===== config.mk =====
export PLATFORM = sky130hd
export DESIGN_NAME = system_integration_unit
export DESIGN_NICKNAME = d
export VERILOG_FILES = /design/src/verilog/sys_integ_pkg.sv /design/src/verilog/system_integration_unit.sv
export SDC_FILE = /design/constraint.sdc
export NUM_CORES = 1
export LEC_CHECK = 0
export ABC_AREA = 1
export BUFFER_PORTS_ARGS = -buffer_cell sky130_fd_sc_hd__buf_4
export CAP_MARGIN = 10
export CORE_AREA = 2 2 105 107
export CTS_BUF_LIST = sky130_fd_sc_hd__clkbuf_16
export DETAILED_ROUTE_END_ITERATION = 8
export DIE_AREA = 0 0 107 109
export GPL_TIMING_DRIVEN = 0
export HOLD_SLACK_MARGIN = 0.15
export SLEW_MARGIN = 15
export SYNTH_ARGS = -nofsm -noshare
export SYNTH_HDL_FRONTEND = slang
export SYNTH_SLANG_ARGS = --single-unit

===== constraint.sdc =====
create_clock -name core_clk -period 2.3 [get_ports core_clk]
set_clock_uncertainty 0.2 [all_clocks]
set_input_delay 0.115 -clock core_clk [delete_from_list [all_inputs] [get_ports core_clk]]
set_output_delay 0.115 -clock core_clk [all_outputs]
set_load 0.02 [all_outputs]

===== src/verilog/sys_integ_pkg.sv =====
// Shared constants and state encodings of the system integration unit.
package sys_integ_pkg;

    // Word indices of the registers; the byte address is four times the index.
    localparam int ADDR_W = 18;
    localparam logic [15:0] IDX_BREAK_STATUS = 16'hFE00;
    localparam logic [15:0] IDX_RESET_CAUSE = 16'hFE01;
    localparam logic [15:0] IDX_BREAK_FLAG_CONTROL = 16'hFE03;
    localparam logic [15:0] IDX_IRQ_STATUS = 16'hFE04;
    localparam logic [15:0] IDX_IRQ_ENABLE = 16'hFE05;
    localparam logic [15:0] IDX_IRQ_CLEAR = 16'hFE06;

    // Field positions.
    localparam int BIT_BREAK_EXIT_WAIT = 1;
    localparam int BIT_POR = 7;
    localparam int BIT_PIN = 6;
    localparam int BIT_WATCHDOG = 5;
    localparam int BIT_BAD_OPCODE = 4;
    localparam int BIT_BAD_FETCH = 3;
    localparam int BIT_MONITOR = 2;
    localparam int BIT_LOW_VOLTAGE = 1;
    localparam int BIT_CLEAR_ENABLE = 7;

    // Interrupt events.
    localparam int NUM_EVENTS = 3;
    localparam int EV_STOP_RECOVERED = 0;
    localparam int EV_BREAK_WAKE = 1;
    localparam int EV_RESET_LOGGED = 2;

    // Reset values and patterns.
    localparam logic [7:0] CAUSE_AFTER_POR = 8'h80;
    localparam logic [7:0] VECTOR_BLANK = 8'hFF;

    // Cycle counts.
    localparam int LONG_RECOVERY_CYCLES = 4096;
    localparam int SHORT_RECOVERY_CYCLES = 32;
    localparam int PIN_SAMPLE_CYCLES = 32;
    localparam int RESET_DRIVE_CYCLES = 32;
    localparam int CNT_W = 13;

    typedef enum logic [1:0] {
        MODE_RUN = 2'b00,
        MODE_STOP = 2'b01,
        MODE_RECOVER = 2'b11,
        MODE_WAIT = 2'b10
    } power_mode_t;

    typedef enum logic [1:0] {
        PH_DRIVE = 2'b00,
        PH_SETTLE = 2'b01,
        PH_IDLE = 2'b11
    } reset_phase_t;

endpackage


===== src/verilog/system_integration_unit.sv =====
// Low-power mode control, reset cause logging and break handling with an APB slave.
//
// What this block does
// - Stop mode turns off the clock generator output to core and peripherals.
// - Recovery counter stays cleared in stop, then counts the recovery interval.
// - Stop ends on a module interrupt, a reset or a break request.
// - After interrupt wake from stop, stacking starts only once recovery elapsed.
// - Recovery lasts 4096 internal clocks, or 32 with short recovery selected.
// - Exit request is reset pin low or core interrupt or break.
// - Break status, reset cause and break flag control sit at FE00, FE01, FE03.
// - Break exit flag reads one when a break ended wait mode.
// - Reading the reset cause register clears all its flags.
// - Power-on reset sets the power-on flag and clears all others.
// - Reset flags accumulate; each new reset only adds its own flag.
// - Reset pin driven low during resets, sampled 32 cycles after release.
// - Own flags for pin, watchdog, bad opcode, bad fetch and low voltage.
// - Monitor entry flag set on blank reset vector with interrupt pin normal.
// - Break clear enable is read/write; clearing during break needs it set.
// - Flags cleared during break stay cleared; two-step clears stay protected.
// - A break request forces the core to the software interrupt vector.
`timescale 1ns/10ps

module system_integration_unit #(
    parameter int LONG_RECOVERY = sys_integ_pkg::LONG_RECOVERY_CYCLES,
    parameter int SHORT_RECOVERY = sys_integ_pkg::SHORT_RECOVERY_CYCLES,
    parameter int DRIVE_CYCLES = sys_integ_pkg::RESET_DRIVE_CYCLES
) (
    // Clock and power-on reset.
    input wire logic core_clk,
    input wire logic reset_n,
    // APB slave.
    input wire logic psel,
    input wire logic penable,
    input wire logic pwrite,
    input wire logic [sys_integ_pkg::ADDR_W-1:0] paddr,
    input wire logic [31:0] pwdata,
    output logic [31:0] prdata,
    output logic pready,
    output logic pslverr,
    output logic irq,
    // Core handshake.
    input wire logic stopEntry,
    input wire logic waitEntry,
    input wire logic irqRequest,
    input wire logic breakRequest,
    input wire logic breakEnd,
    input wire logic shortRecoverySelect,
    output logic clockGenEnable,
    output logic cpuClockEnable,
    output logic lowPowerExit,
    output logic stackStart,
    output logic swiForce,
    output logic breakState,
    output logic breakClearAllowed,
    // Reset sources.
    input wire logic watchdogReset,
    input wire logic badOpcode,
    input wire logic badFetchAddress,
    input wire logic lowVoltage,
    input wire logic [7:0] resetVectorHigh,
    input wire logic [7:0] resetVectorLow,
    input wire logic irqPinNormal,
    output logic systemReset,
    // Reset pin, open drain.
    input wire logic rstPinIn,
    output logic rstPinOut,
    output logic rstPinOe
);

    localparam int CW = sys_integ_pkg::CNT_W;
    localparam int NE = sys_integ_pkg::NUM_EVENTS;

    typedef struct packed {
        logic [1:0] sync1;
        logic [1:0] sync2;
        logic [31:0] prdata;
        logic pready;
        logic pslverr;
        logic irq;
        logic [7:0] cause;
        logic breakWait;
        logic clearEnable;
        logic [NE-1:0] irqStatus;
        logic [NE-1:0] irqEnable;
        sys_integ_pkg::power_mode_t mode;
        logic [CW-1:0] recCount;
        logic wakeByIrq;
        sys_integ_pkg::reset_phase_t phase;
        logic [CW-1:0] rstCount;
        logic monChecked;
        logic breakPrev;
        logic inBreak;
        logic breakClearAllowed;
        logic swiForce;
        logic stackStart;
        logic lowPowerExit;
        logic clockGenEnable;
        logic cpuClockEnable;
        logic systemReset;
        logic pinOe;
    } state_t;

    state_t s;
    state_t next_s;

    always_comb begin
        logic pinLow;
        logic irqNormal;
        logic setup;
        logic access;
        logic [15:0] widx;
        logic exitNow;
        logic clearOk;
        logic startRst;
        logic setWait;
        logic [7:0] causeSet;
        logic [NE-1:0] ev;
        logic [CW-1:0] recLimit;
        logic [31:0] rd;
        logic mapped;
        pinLow = 1'b0;
        irqNormal = 1'b0;
        setup = 1'b0;
        access = 1'b0;
        widx = '0;
        exitNow = 1'b0;
        clearOk = 1'b0;
        startRst = 1'b0;
        setWait = 1'b0;
        causeSet = '0;
        ev = '0;
        recLimit = '0;
        rd = '0;
        mapped = 1'b0;

        next_s = s;
        next_s.stackStart = 1'b0;
        next_s.swiForce = 1'b0;

        // Both pins are asynchronous to the core clock.
        next_s.sync1 = {irqPinNormal, rstPinIn};
        next_s.sync2 = s.sync1;
        pinLow = ~s.sync2[0];
        irqNormal = s.sync2[1];

        setup = psel & ~penable;
        access = psel & penable & s.pready;
        widx = paddr[sys_integ_pkg::ADDR_W-1:2];
        clearOk = ~s.inBreak | s.clearEnable;

        // Break entry forces the software interrupt vector once per request.
        next_s.breakPrev = breakRequest;
        if (breakEnd) begin
            next_s.inBreak = 1'b0;
        end
        if (breakRequest & ~s.breakPrev) begin
            next_s.inBreak = 1'b1;
            next_s.swiForce = 1'b1;
        end

        exitNow = pinLow | irqRequest | breakRequest;
        next_s.lowPowerExit = exitNow;
        recLimit = shortRecoverySelect ? CW'(SHORT_RECOVERY - 1) : CW'(LONG_RECOVERY - 1);

        case (s.mode)
            sys_integ_pkg::MODE_RUN: begin
                if (stopEntry) begin
                    next_s.mode = sys_integ_pkg::MODE_STOP;
                    next_s.recCount = '0;
                end else if (waitEntry) begin
                    next_s.mode = sys_integ_pkg::MODE_WAIT;
                end
            end
            sys_integ_pkg::MODE_WAIT: begin
                if (exitNow) begin
                    next_s.mode = sys_integ_pkg::MODE_RUN;
                    if (breakRequest) begin
                        setWait = 1'b1;
                        ev[sys_integ_pkg::EV_BREAK_WAKE] = 1'b1;
                    end else if (irqRequest) begin
                        next_s.stackStart = 1'b1;
                    end
                end
            end
            sys_integ_pkg::MODE_STOP: begin
                next_s.recCount = '0;
                if (irqRequest | breakRequest) begin
                    next_s.mode = sys_integ_pkg::MODE_RECOVER;
                    next_s.wakeByIrq = irqRequest & ~breakRequest;
                end
            end
            sys_integ_pkg::MODE_RECOVER: begin
                next_s.recCount = s.recCount + CW'(1);
                if (s.recCount >= recLimit) begin
                    next_s.mode = sys_integ_pkg::MODE_RUN;
                    next_s.stackStart = s.wakeByIrq;
                    ev[sys_integ_pkg::EV_STOP_RECOVERED] = 1'b1;
                end
            end
            default: begin
                next_s.mode = sys_integ_pkg::MODE_RUN;
            end
        endcase

        // Internal reset sources log their own flag and restart the pin drive.
        causeSet[sys_integ_pkg::BIT_WATCHDOG] = watchdogReset;
        causeSet[sys_integ_pkg::BIT_BAD_OPCODE] = badOpcode;
        causeSet[sys_integ_pkg::BIT_BAD_FETCH] = badFetchAddress;
        causeSet[sys_integ_pkg::BIT_LOW_VOLTAGE] = lowVoltage;
        startRst = watchdogReset | badOpcode | badFetchAddress | lowVoltage;

        case (s.phase)
            sys_integ_pkg::PH_DRIVE: begin
                next_s.rstCount = s.rstCount + CW'(1);
                if (s.rstCount >= CW'(DRIVE_CYCLES - 1)) begin
                    next_s.phase = sys_integ_pkg::PH_SETTLE;
                    next_s.rstCount = '0;
                    next_s.pinOe = 1'b0;
                end
            end
            sys_integ_pkg::PH_SETTLE: begin
                next_s.rstCount = s.rstCount + CW'(1);
                if (s.rstCount >= CW'(sys_integ_pkg::PIN_SAMPLE_CYCLES - 1)) begin
                    next_s.phase = sys_integ_pkg::PH_IDLE;
                    causeSet[sys_integ_pkg::BIT_PIN] = pinLow;
                end
            end
            sys_integ_pkg::PH_IDLE: begin
                if (pinLow) begin
                    causeSet[sys_integ_pkg::BIT_PIN] = 1'b1;
                    startRst = 1'b1;
                end
                if (~s.monChecked) begin
                    next_s.monChecked = 1'b1;
                    if (resetVectorHigh == sys_integ_pkg::VECTOR_BLANK &&
                        resetVectorLow == sys_integ_pkg::VECTOR_BLANK && irqNormal) begin
                        causeSet[sys_integ_pkg::BIT_MONITOR] = 1'b1;
                        startRst = 1'b1;
                    end
                end
            end
            default: begin
                next_s.phase = sys_integ_pkg::PH_IDLE;
            end
        endcase

        if (startRst) begin
            next_s.phase = sys_integ_pkg::PH_DRIVE;
            next_s.rstCount = '0;
            next_s.pinOe = 1'b1;
            ev[sys_integ_pkg::EV_RESET_LOGGED] = 1'b1;
        end
        if (next_s.phase != sys_integ_pkg::PH_IDLE) begin
            // A reset always lands the core back in run mode.
            next_s.mode = sys_integ_pkg::MODE_RUN;
        end
        next_s.systemReset = next_s.phase != sys_integ_pkg::PH_IDLE;
        next_s.clockGenEnable = next_s.mode != sys_integ_pkg::MODE_STOP &&
                                next_s.mode != sys_integ_pkg::MODE_RECOVER;
        next_s.cpuClockEnable = next_s.mode == sys_integ_pkg::MODE_RUN;

        // Register writes and read side effects take place at the access edge.
        if (access & pwrite) begin
            case (widx)
                sys_integ_pkg::IDX_BREAK_STATUS: begin
                    if (~pwdata[sys_integ_pkg::BIT_BREAK_EXIT_WAIT] & clearOk) begin
                        next_s.breakWait = 1'b0;
                    end
                end
                sys_integ_pkg::IDX_BREAK_FLAG_CONTROL: begin
                    next_s.clearEnable = pwdata[sys_integ_pkg::BIT_CLEAR_ENABLE];
                end
                sys_integ_pkg::IDX_IRQ_ENABLE: begin
                    next_s.irqEnable = pwdata[NE-1:0];
                end
                sys_integ_pkg::IDX_IRQ_CLEAR: begin
                    next_s.irqStatus = s.irqStatus & ~pwdata[NE-1:0];
                end
                default: begin
                end
            endcase
        end
        if (access & ~pwrite & widx == sys_integ_pkg::IDX_RESET_CAUSE & clearOk) begin
            next_s.cause = '0;
        end
        // Events set after the clears so that a coincident set wins.
        next_s.cause = next_s.cause | causeSet;
        if (setWait) begin
            next_s.breakWait = 1'b1;
        end
        next_s.irqStatus = next_s.irqStatus | ev;
        next_s.irq = |(next_s.irqStatus & next_s.irqEnable);
        next_s.breakClearAllowed = ~next_s.inBreak | next_s.clearEnable;

        // Read data is captured in the setup cycle so that it leaves a flop.
        mapped = 1'b1;
        case (widx)
            sys_integ_pkg::IDX_BREAK_STATUS: begin
                rd[sys_integ_pkg::BIT_BREAK_EXIT_WAIT] = s.breakWait;
            end
            sys_integ_pkg::IDX_RESET_CAUSE: begin
                rd[7:0] = s.cause;
            end
            sys_integ_pkg::IDX_BREAK_FLAG_CONTROL: begin
                rd[sys_integ_pkg::BIT_CLEAR_ENABLE] = s.clearEnable;
            end
            sys_integ_pkg::IDX_IRQ_STATUS: begin
                rd[NE-1:0] = s.irqStatus;
            end
            sys_integ_pkg::IDX_IRQ_ENABLE: begin
                rd[NE-1:0] = s.irqEnable;
            end
            sys_integ_pkg::IDX_IRQ_CLEAR: begin
                rd = '0;
            end
            default: begin
                mapped = 1'b0;
            end
        endcase
        next_s.pready = setup;
        if (setup) begin
            next_s.prdata = pwrite ? 32'h0000_0000 : rd;
            next_s.pslverr = ~mapped;
        end else begin
            next_s.pslverr = 1'b0;
        end
    end

    always_ff @(posedge core_clk or negedge reset_n) begin
        if (!reset_n) begin
            s <= '0;
            s.sync1 <= 2'b11;
            s.sync2 <= 2'b11;
            s.cause <= sys_integ_pkg::CAUSE_AFTER_POR;
            s.mode <= sys_integ_pkg::MODE_RUN;
            s.phase <= sys_integ_pkg::PH_DRIVE;
            s.pinOe <= 1'b1;
            s.systemReset <= 1'b1;
            s.clockGenEnable <= 1'b1;
            s.cpuClockEnable <= 1'b1;
            s.breakClearAllowed <= 1'b1;
        end else begin
            s <= next_s;
        end
    end

    assign prdata = s.prdata;
    assign pready = s.pready;
    assign pslverr = s.pslverr;
    assign irq = s.irq;
    assign clockGenEnable = s.clockGenEnable;
    assign cpuClockEnable = s.cpuClockEnable;
    assign lowPowerExit = s.lowPowerExit;
    assign stackStart = s.stackStart;
    assign swiForce = s.swiForce;
    assign breakState = s.inBreak;
    assign breakClearAllowed = s.breakClearAllowed;
    assign systemReset = s.systemReset;
    // The pin is open drain: it only ever pulls low.
    assign rstPinOut = 1'b0;
    assign rstPinOe = s.pinOe;

endmodule


Yosys cells after proc, flatten, opt, wreduce, memory -nomap -nowiden. Index checks and enable logic that the tools add are counted.

Word-level logic and storage cells: 157. Output and inout bits: 45. Register bits after elaboration: 97.

Equal/unequal tests: 17. Add/subtract/negate cells: 2. Reduce and logical (&&, ||, !) cells: 19. Mux-type cells: 58. $lt $le $gt $ge: 2. Bitwise operators: 32.

Operators by type and width (count): == test 16 bit, second input constant (6); case mux 13 bit (3 select lines) (1); two-way mux 1 bit (31); two-way mux 15 bit (2); adder 13 x 1 -> 13 bit, second input constant (2); case mux 13 bit (2 select lines) (1); two-way mux 8 bit (3); == test 8 bit, second input constant (2); two-way mux 2 bit (7); greater-or-equal comparator 13 x 12 -> 1 bit (1); greater-or-equal comparator 13 x 5 -> 1 bit, second input constant (1); two-way mux 13 bit (1); two-way mux 12 bit (1); AND 1 bit (10); nonzero test 2 bit (5); NOT 1 bit (9); bitwise OR 1 bit (8); bitwise OR 8 x 7 -> 8 bit (1); case mux 2 bit (4 select lines) (1); AND 3 bit (2); == test 2 bit, second input constant (3); zero test 2 bit (3); two-way mux 3 bit (2); != test 2 bit, second input constant (3); other kinds (15) (24).

Logic depth before layout (Yosys ltp).
Depth after elaboration: 12. Depth in mapped cells: 11.

Worst setup path before layout. OpenSTA, ideal clock, no wires.

Kind: reg-to-reg. Start point: register s[11] (netlist bit). End point: register s[19] (netlist bit). Data required time: 2.026 ns. Cell stages (with the launch flop): 10. Arrival time: 1.343 ns. Library setup time: 0.074 ns. Buffers on the path: 0. Clock period less this slack: 1.617 ns. Slack: 0.683 ns. Cell sequence: dfrtp_1 -> ha_1 -> nand2_1 -> nor2_1 -> nand2_1 -> nor2_1 -> inv_1 -> o21ai_0 -> nand4_1 -> o21ai_2.

Cells in the longest elaborated chain, start to end: 4. Elaborated cells between the ends (all ways): 5. Classes of those cells: add/sub (1); order compare (1); mux (3).

Ends and longest elaborated chain: start: declaration (RTL line system_integration_unit.sv:103) `state_t s;`; start signal: assignment (RTL line system_integration_unit.sv:343) `s <= next_s;`; adder 13 x 1 -> 13 bit or greater-or-equal comparator 13 x 5 -> 1 bit (tied branches) (RTL line system_integration_unit.sv:214, system_integration_unit.sv:222, system_integration_unit.sv:215); two-way mux 15 bit (RTL line system_integration_unit.sv:215) `if (s.rstCount >= CW'(DRIVE_CYCLES - 1)) begin`; case mux 13 bit (2 select lines) (*) (RTL line system_integration_unit.sv:212) `case (s.phase)`; two-way mux 15 bit (*) (RTL line system_integration_unit.sv:247) `if (startRst) begin`.

Every way passes the cells marked *; elsewhere a longest branch is shown, timed or not. A chain may end at the register's enable or synchronous reset.

==> metrics.csv <==
stage,metric,value,unit
global_route,first-pass GRT wire length,16.6,mm
final_layout,nets@finish,772,
final_layout,Register Area,1810,sq um
placement,Final HPWL DP,6.82,mm
cts,htree depth,3,
detailed_routing,DRC viols,0,
global_route,vias in the first global route,3727,
setup_path,WS Path Type,in2reg,
placement,number of port buffers,72,
setup_path,CP Capture Type,register,
synthesis,synthesized instance count,532,
die,number of placement rows,38,
synthesis,post-synthesis instance area,4130,sq um
status,result of the run,completed,
power,Reg power frac,0.434,
cts,Sinks on Clock Net,72,
power,peak ir drop on the vdd network,0.418,mV
final_layout,largest register by flop count,s,
cts,CTS tree,built,
power,P per Cell Area,525,nW/um^2
synthesis,register bit count reported by yosys,72,
cts,latest clock arrival within the worst-skew pair,0.33,ns
final_layout,share of the core filled with cells in the final layout,0.534,
power,cell leakage power,2.85,nW
detailed_routing,number of vias in the routed layout,3809,
power,sw power,702,uW
detailed_routing,number of detailed-route iterations in the first pass,4,
power,fraction of power spent switching nets,0.236,
cts,total CTS buffers,9,
setup_path,critical path data arrival time,2.20,ns
die,Chip Height,109,um
timing,slew at the pin with the worst max-slew slack,0.903,ns
synthesis,synthesized area per cell,7.75,sq um
worst_hold_path,worst hold path type,reg2reg,
detailed_routing,via density per instance,4.62,
final_layout,combined area of the multi-input logic cells,1820,sq um
setup_path,chain of cells forming the critical path,dlygate4sd3_1 > buf_4 > nor2_1 > nand3_1 > inv_1 > nand4_1 > nand2_1 > nand2_1 > dlygate4sd3_1,
die,I/O pin count,128,
die,full die area,11700,sq um
timing,part of the cycle the worst path needs,0.949,
synthesis,primary flip-flop cell chosen by synthesis mapping,sky130_fd_sc_hd__dfrtp_1,
timing,clock period minus worst slack,2.18,ns
synthesis,library cells used by synthesis,35,
cts,"Reg clk slew, reported paths",0.06,ns
final_layout,finished layout cell area,5660,sq um
final_layout,Fillers,1014,
cts,maximum buffer depth of the clock tree,2,
placement,routability cong.,0.841,
final_layout,Area growth syn-to-layout,37.2,%
setup_path,delay of the slowest cell on the worst path,0.55,ns
flow_run,Max Cap Viol,0,
setup_path,top fanout value on the critical path,5,
setup_path,crit start category,input pin,
detailed_routing,detailed-route wire length per cell,11.8,um
timing,TNS Setup,0,ns
detailed_routing,Iter 0 DRT Violations,158,
power,Int Pwr,2.27,mW
synthesis,number of enable flip-flop cells after synthesis,0,
final_layout,fraction of final layout cells with drive strength greater than 1,0.239,
placement,placed cell areas,4930,sq um
synthesis,Async SR Flop Fraction,1.00,
detailed_routing,Post-DRT Antenna Nets,0,
setup_path,slowest cell on the critical path,sky130_fd_sc_hd__dlygate4sd3_1,
global_route,global router's overall resource usage,0.177,
cts,cell chosen for the clock root,sky130_fd_sc_hd__clkbuf_16,
setup_path,required time of the worst setup path,2.31,ns
final_layout,number of diodes added for antenna fixing,0,
die,horizontal die dimension,107,um
timing,final setup violating endpoints,0,
die,starting density of the core,0.389,
power,fraction of power consumed by the clock network,0.466,
global_route,gr ovfl total,0,
timing,upper clock frequency limit,458,MHz
timing,headroom to the max-slew limit,0.398,
synthesis,warning count from the yosys run,0,
synthesis,post-synthesis sequential area ratio,0.440,
final_layout,number of flip-flops under the largest register name,50,
timing,hold violation total from the final report,0,
die,Placeable Area,10600,sq um
global_route,pin count of the biggest net entering global routing,73,
timing,number of pins with negative max-slew slack in the final report,0,
global_route,initial antenna violation count,0,
detailed_routing,final wirelength,9.72,mm
power,Logic pwr share,0.100,
[Yosys cell counts (3+ instances only)]
| cell | instances | area (sq um) |
|---|---|---|
| sky130_fd_sc_hd__nor3_1 | 11 | 55.1 |
| sky130_fd_sc_hd__o211ai_1 | 4 | 30.0 |
| sky130_fd_sc_hd__nand2_1 | 122 | 458 |
| sky130_fd_sc_hd__nand3_1 | 49 | 245 |
| sky130_fd_sc_hd__o22ai_1 | 3 | 18.8 |
| sky130_fd_sc_hd__o21ai_2 | 9 | 78.8 |
| sky130_fd_sc_hd__nor2_2 | 4 | 25.0 |
| sky130_fd_sc_hd__inv_1 | 77 | 289 |
| sky130_fd_sc_hd__nor2_1 | 46 | 173 |
| sky130_fd_sc_hd__ha_1 | 9 | 113 |
| sky130_fd_sc_hd__o21ai_0 | 33 | 165 |
| sky130_fd_sc_hd__dfstp_2 | 10 | 263 |
| sky130_fd_sc_hd__dfrtp_1 | 62 | 1550 |
| sky130_fd_sc_hd__nand4_1 | 21 | 131 |
| sky130_fd_sc_hd__xor2_1 | 3 | 26.3 |
| sky130_fd_sc_hd__buf_4 | 34 | 255 |
| sky130_fd_sc_hd__a21oi_1 | 9 | 45.0 |
[per-layer routing]
metal / wire length, um / GRT usage / vias to the layer above
met2: 4790 / 0.307 / 95
met5: 0 / 0 / -
li1: - / - / 1962
met1: 4360 / 0.222 / 1739
met3: 393 / 0.0377 / 13
met4: 167 / 0.0566 / 0
[final timing paths]
| kind | startpoint | to | slack, ns | cells past startpoint |
|---|---|---|---|---|
| worst max-delay path | paddr[4] | s[51] | 0.12 | 9 |
| worst min-delay path | next_s[94] | s[94] | 0.16 | 0 |
| worst max register to register | s[11] | s[12] | 0.32 | 8 |
| worst min register to register | next_s[94] | s[94] | 0.16 | 0 |
| max in group asynchronous | reset_n | s[14] | 1.03 | 2 |
| min in group asynchronous | reset_n | breakState | 0.26 | 2 |
[critical path, delay by kind of cell]
kind	cells	cell delay, ns
and+or+nand+nor	5	0.74
buffers and inverters	4	1.34
[power groups by stage]
stage               clock, mW  combinational, mW  sequential [mW]
finish                   1.38              0.297             1.29
global route             1.48              0.330             1.29
CTS                      1.42              0.294             1.29
detailed placement          0              0.253             1.31
global placement            0              0.251             1.31
floorplan                   0              0.124             1.32
[what timing repair did]
item / 4_1_cts / 5_1_grt
setup endpoints to repair: 0 / 10
hold buffers: 39 / 0
resized for setup: 0 / 6
hold endpoints to repair: 104 / 0
setup buffers: 0 / 2
[layout by cell type, fill, tap and decap left out, types with 2 or more instances in the layout]
master,Yosys,final
sky130_fd_sc_hd__a21oi_2,2,2
sky130_fd_sc_hd__clkbuf_1,2,2
sky130_fd_sc_hd__o21ai_0,33,33
sky130_fd_sc_hd__a31oi_1,2,2
sky130_fd_sc_hd__o22ai_1,3,3
sky130_fd_sc_hd__nand2_1,122,122
sky130_fd_sc_hd__o211ai_1,4,4
sky130_fd_sc_hd__nand4_1,21,21
sky130_fd_sc_hd__clkinvlp_4,0,3
sky130_fd_sc_hd__o21ai_2,9,9
sky130_fd_sc_hd__buf_4,34,107
sky130_fd_sc_hd__nor3_1,11,8
sky130_fd_sc_hd__clkbuf_16,0,9
sky130_fd_sc_hd__conb_1,1,25
sky130_fd_sc_hd__o21ai_1,2,2
sky130_fd_sc_hd__ha_1,9,9
sky130_fd_sc_hd__inv_1,77,78
sky130_fd_sc_hd__nor2_2,4,5
sky130_fd_sc_hd__xor2_1,3,3
sky130_fd_sc_hd__nor3_2,1,4
sky130_fd_sc_hd__nor2_1,46,45
sky130_fd_sc_hd__dfstp_2,10,10
sky130_fd_sc_hd__dfrtp_1,62,62
sky130_fd_sc_hd__a21oi_1,9,9
sky130_fd_sc_hd__nand3_2,2,2
sky130_fd_sc_hd__inv_2,2,2
sky130_fd_sc_hd__dlygate4sd3_1,0,38
sky130_fd_sc_hd__a21o_1,2,2
sky130_fd_sc_hd__nand2_2,2,2
sky130_fd_sc_hd__nand3_1,49,49
[final cells by class]
cell class              count  share of cell area
repair buffers            113               0.168
inverters                  79              0.0524
plain buffers              39              0.0542
flip-flops and latches     72               0.321
clock buffers               9              0.0398
clock inverters             7              0.0130
multi-input cells         366               0.321
well taps                 140              0.0310
[cells by family after synthesis]
logic type,Yosys count,share of synthesized area
flip-flops,72,0.440
other,1,0.000909
AO/OA/AOI/OAI,67,0.0971
buffers and inverters,118,0.145
AND/OR/NAND/NOR,261,0.281
XOR/XNOR,4,0.00849
adder cells (fa/ha/maj),9,0.0273
[metrics by stage]
stage,power [mW],hold slack [ns],instances,setup slack [ns]
2_1_floorplan,1.44,-0.381,556,0.683
3_3_place_gp,1.56,0.0257,768,0.401
3_5_place_dp,1.57,0.0247,768,0.361
4_1_cts,3.00,0.150,823,0.0465
5_1_grt,3.10,0.163,825,-0.00414
6_report,2.97,0.156,825,0.117
(Power assumes the default switching activity.)
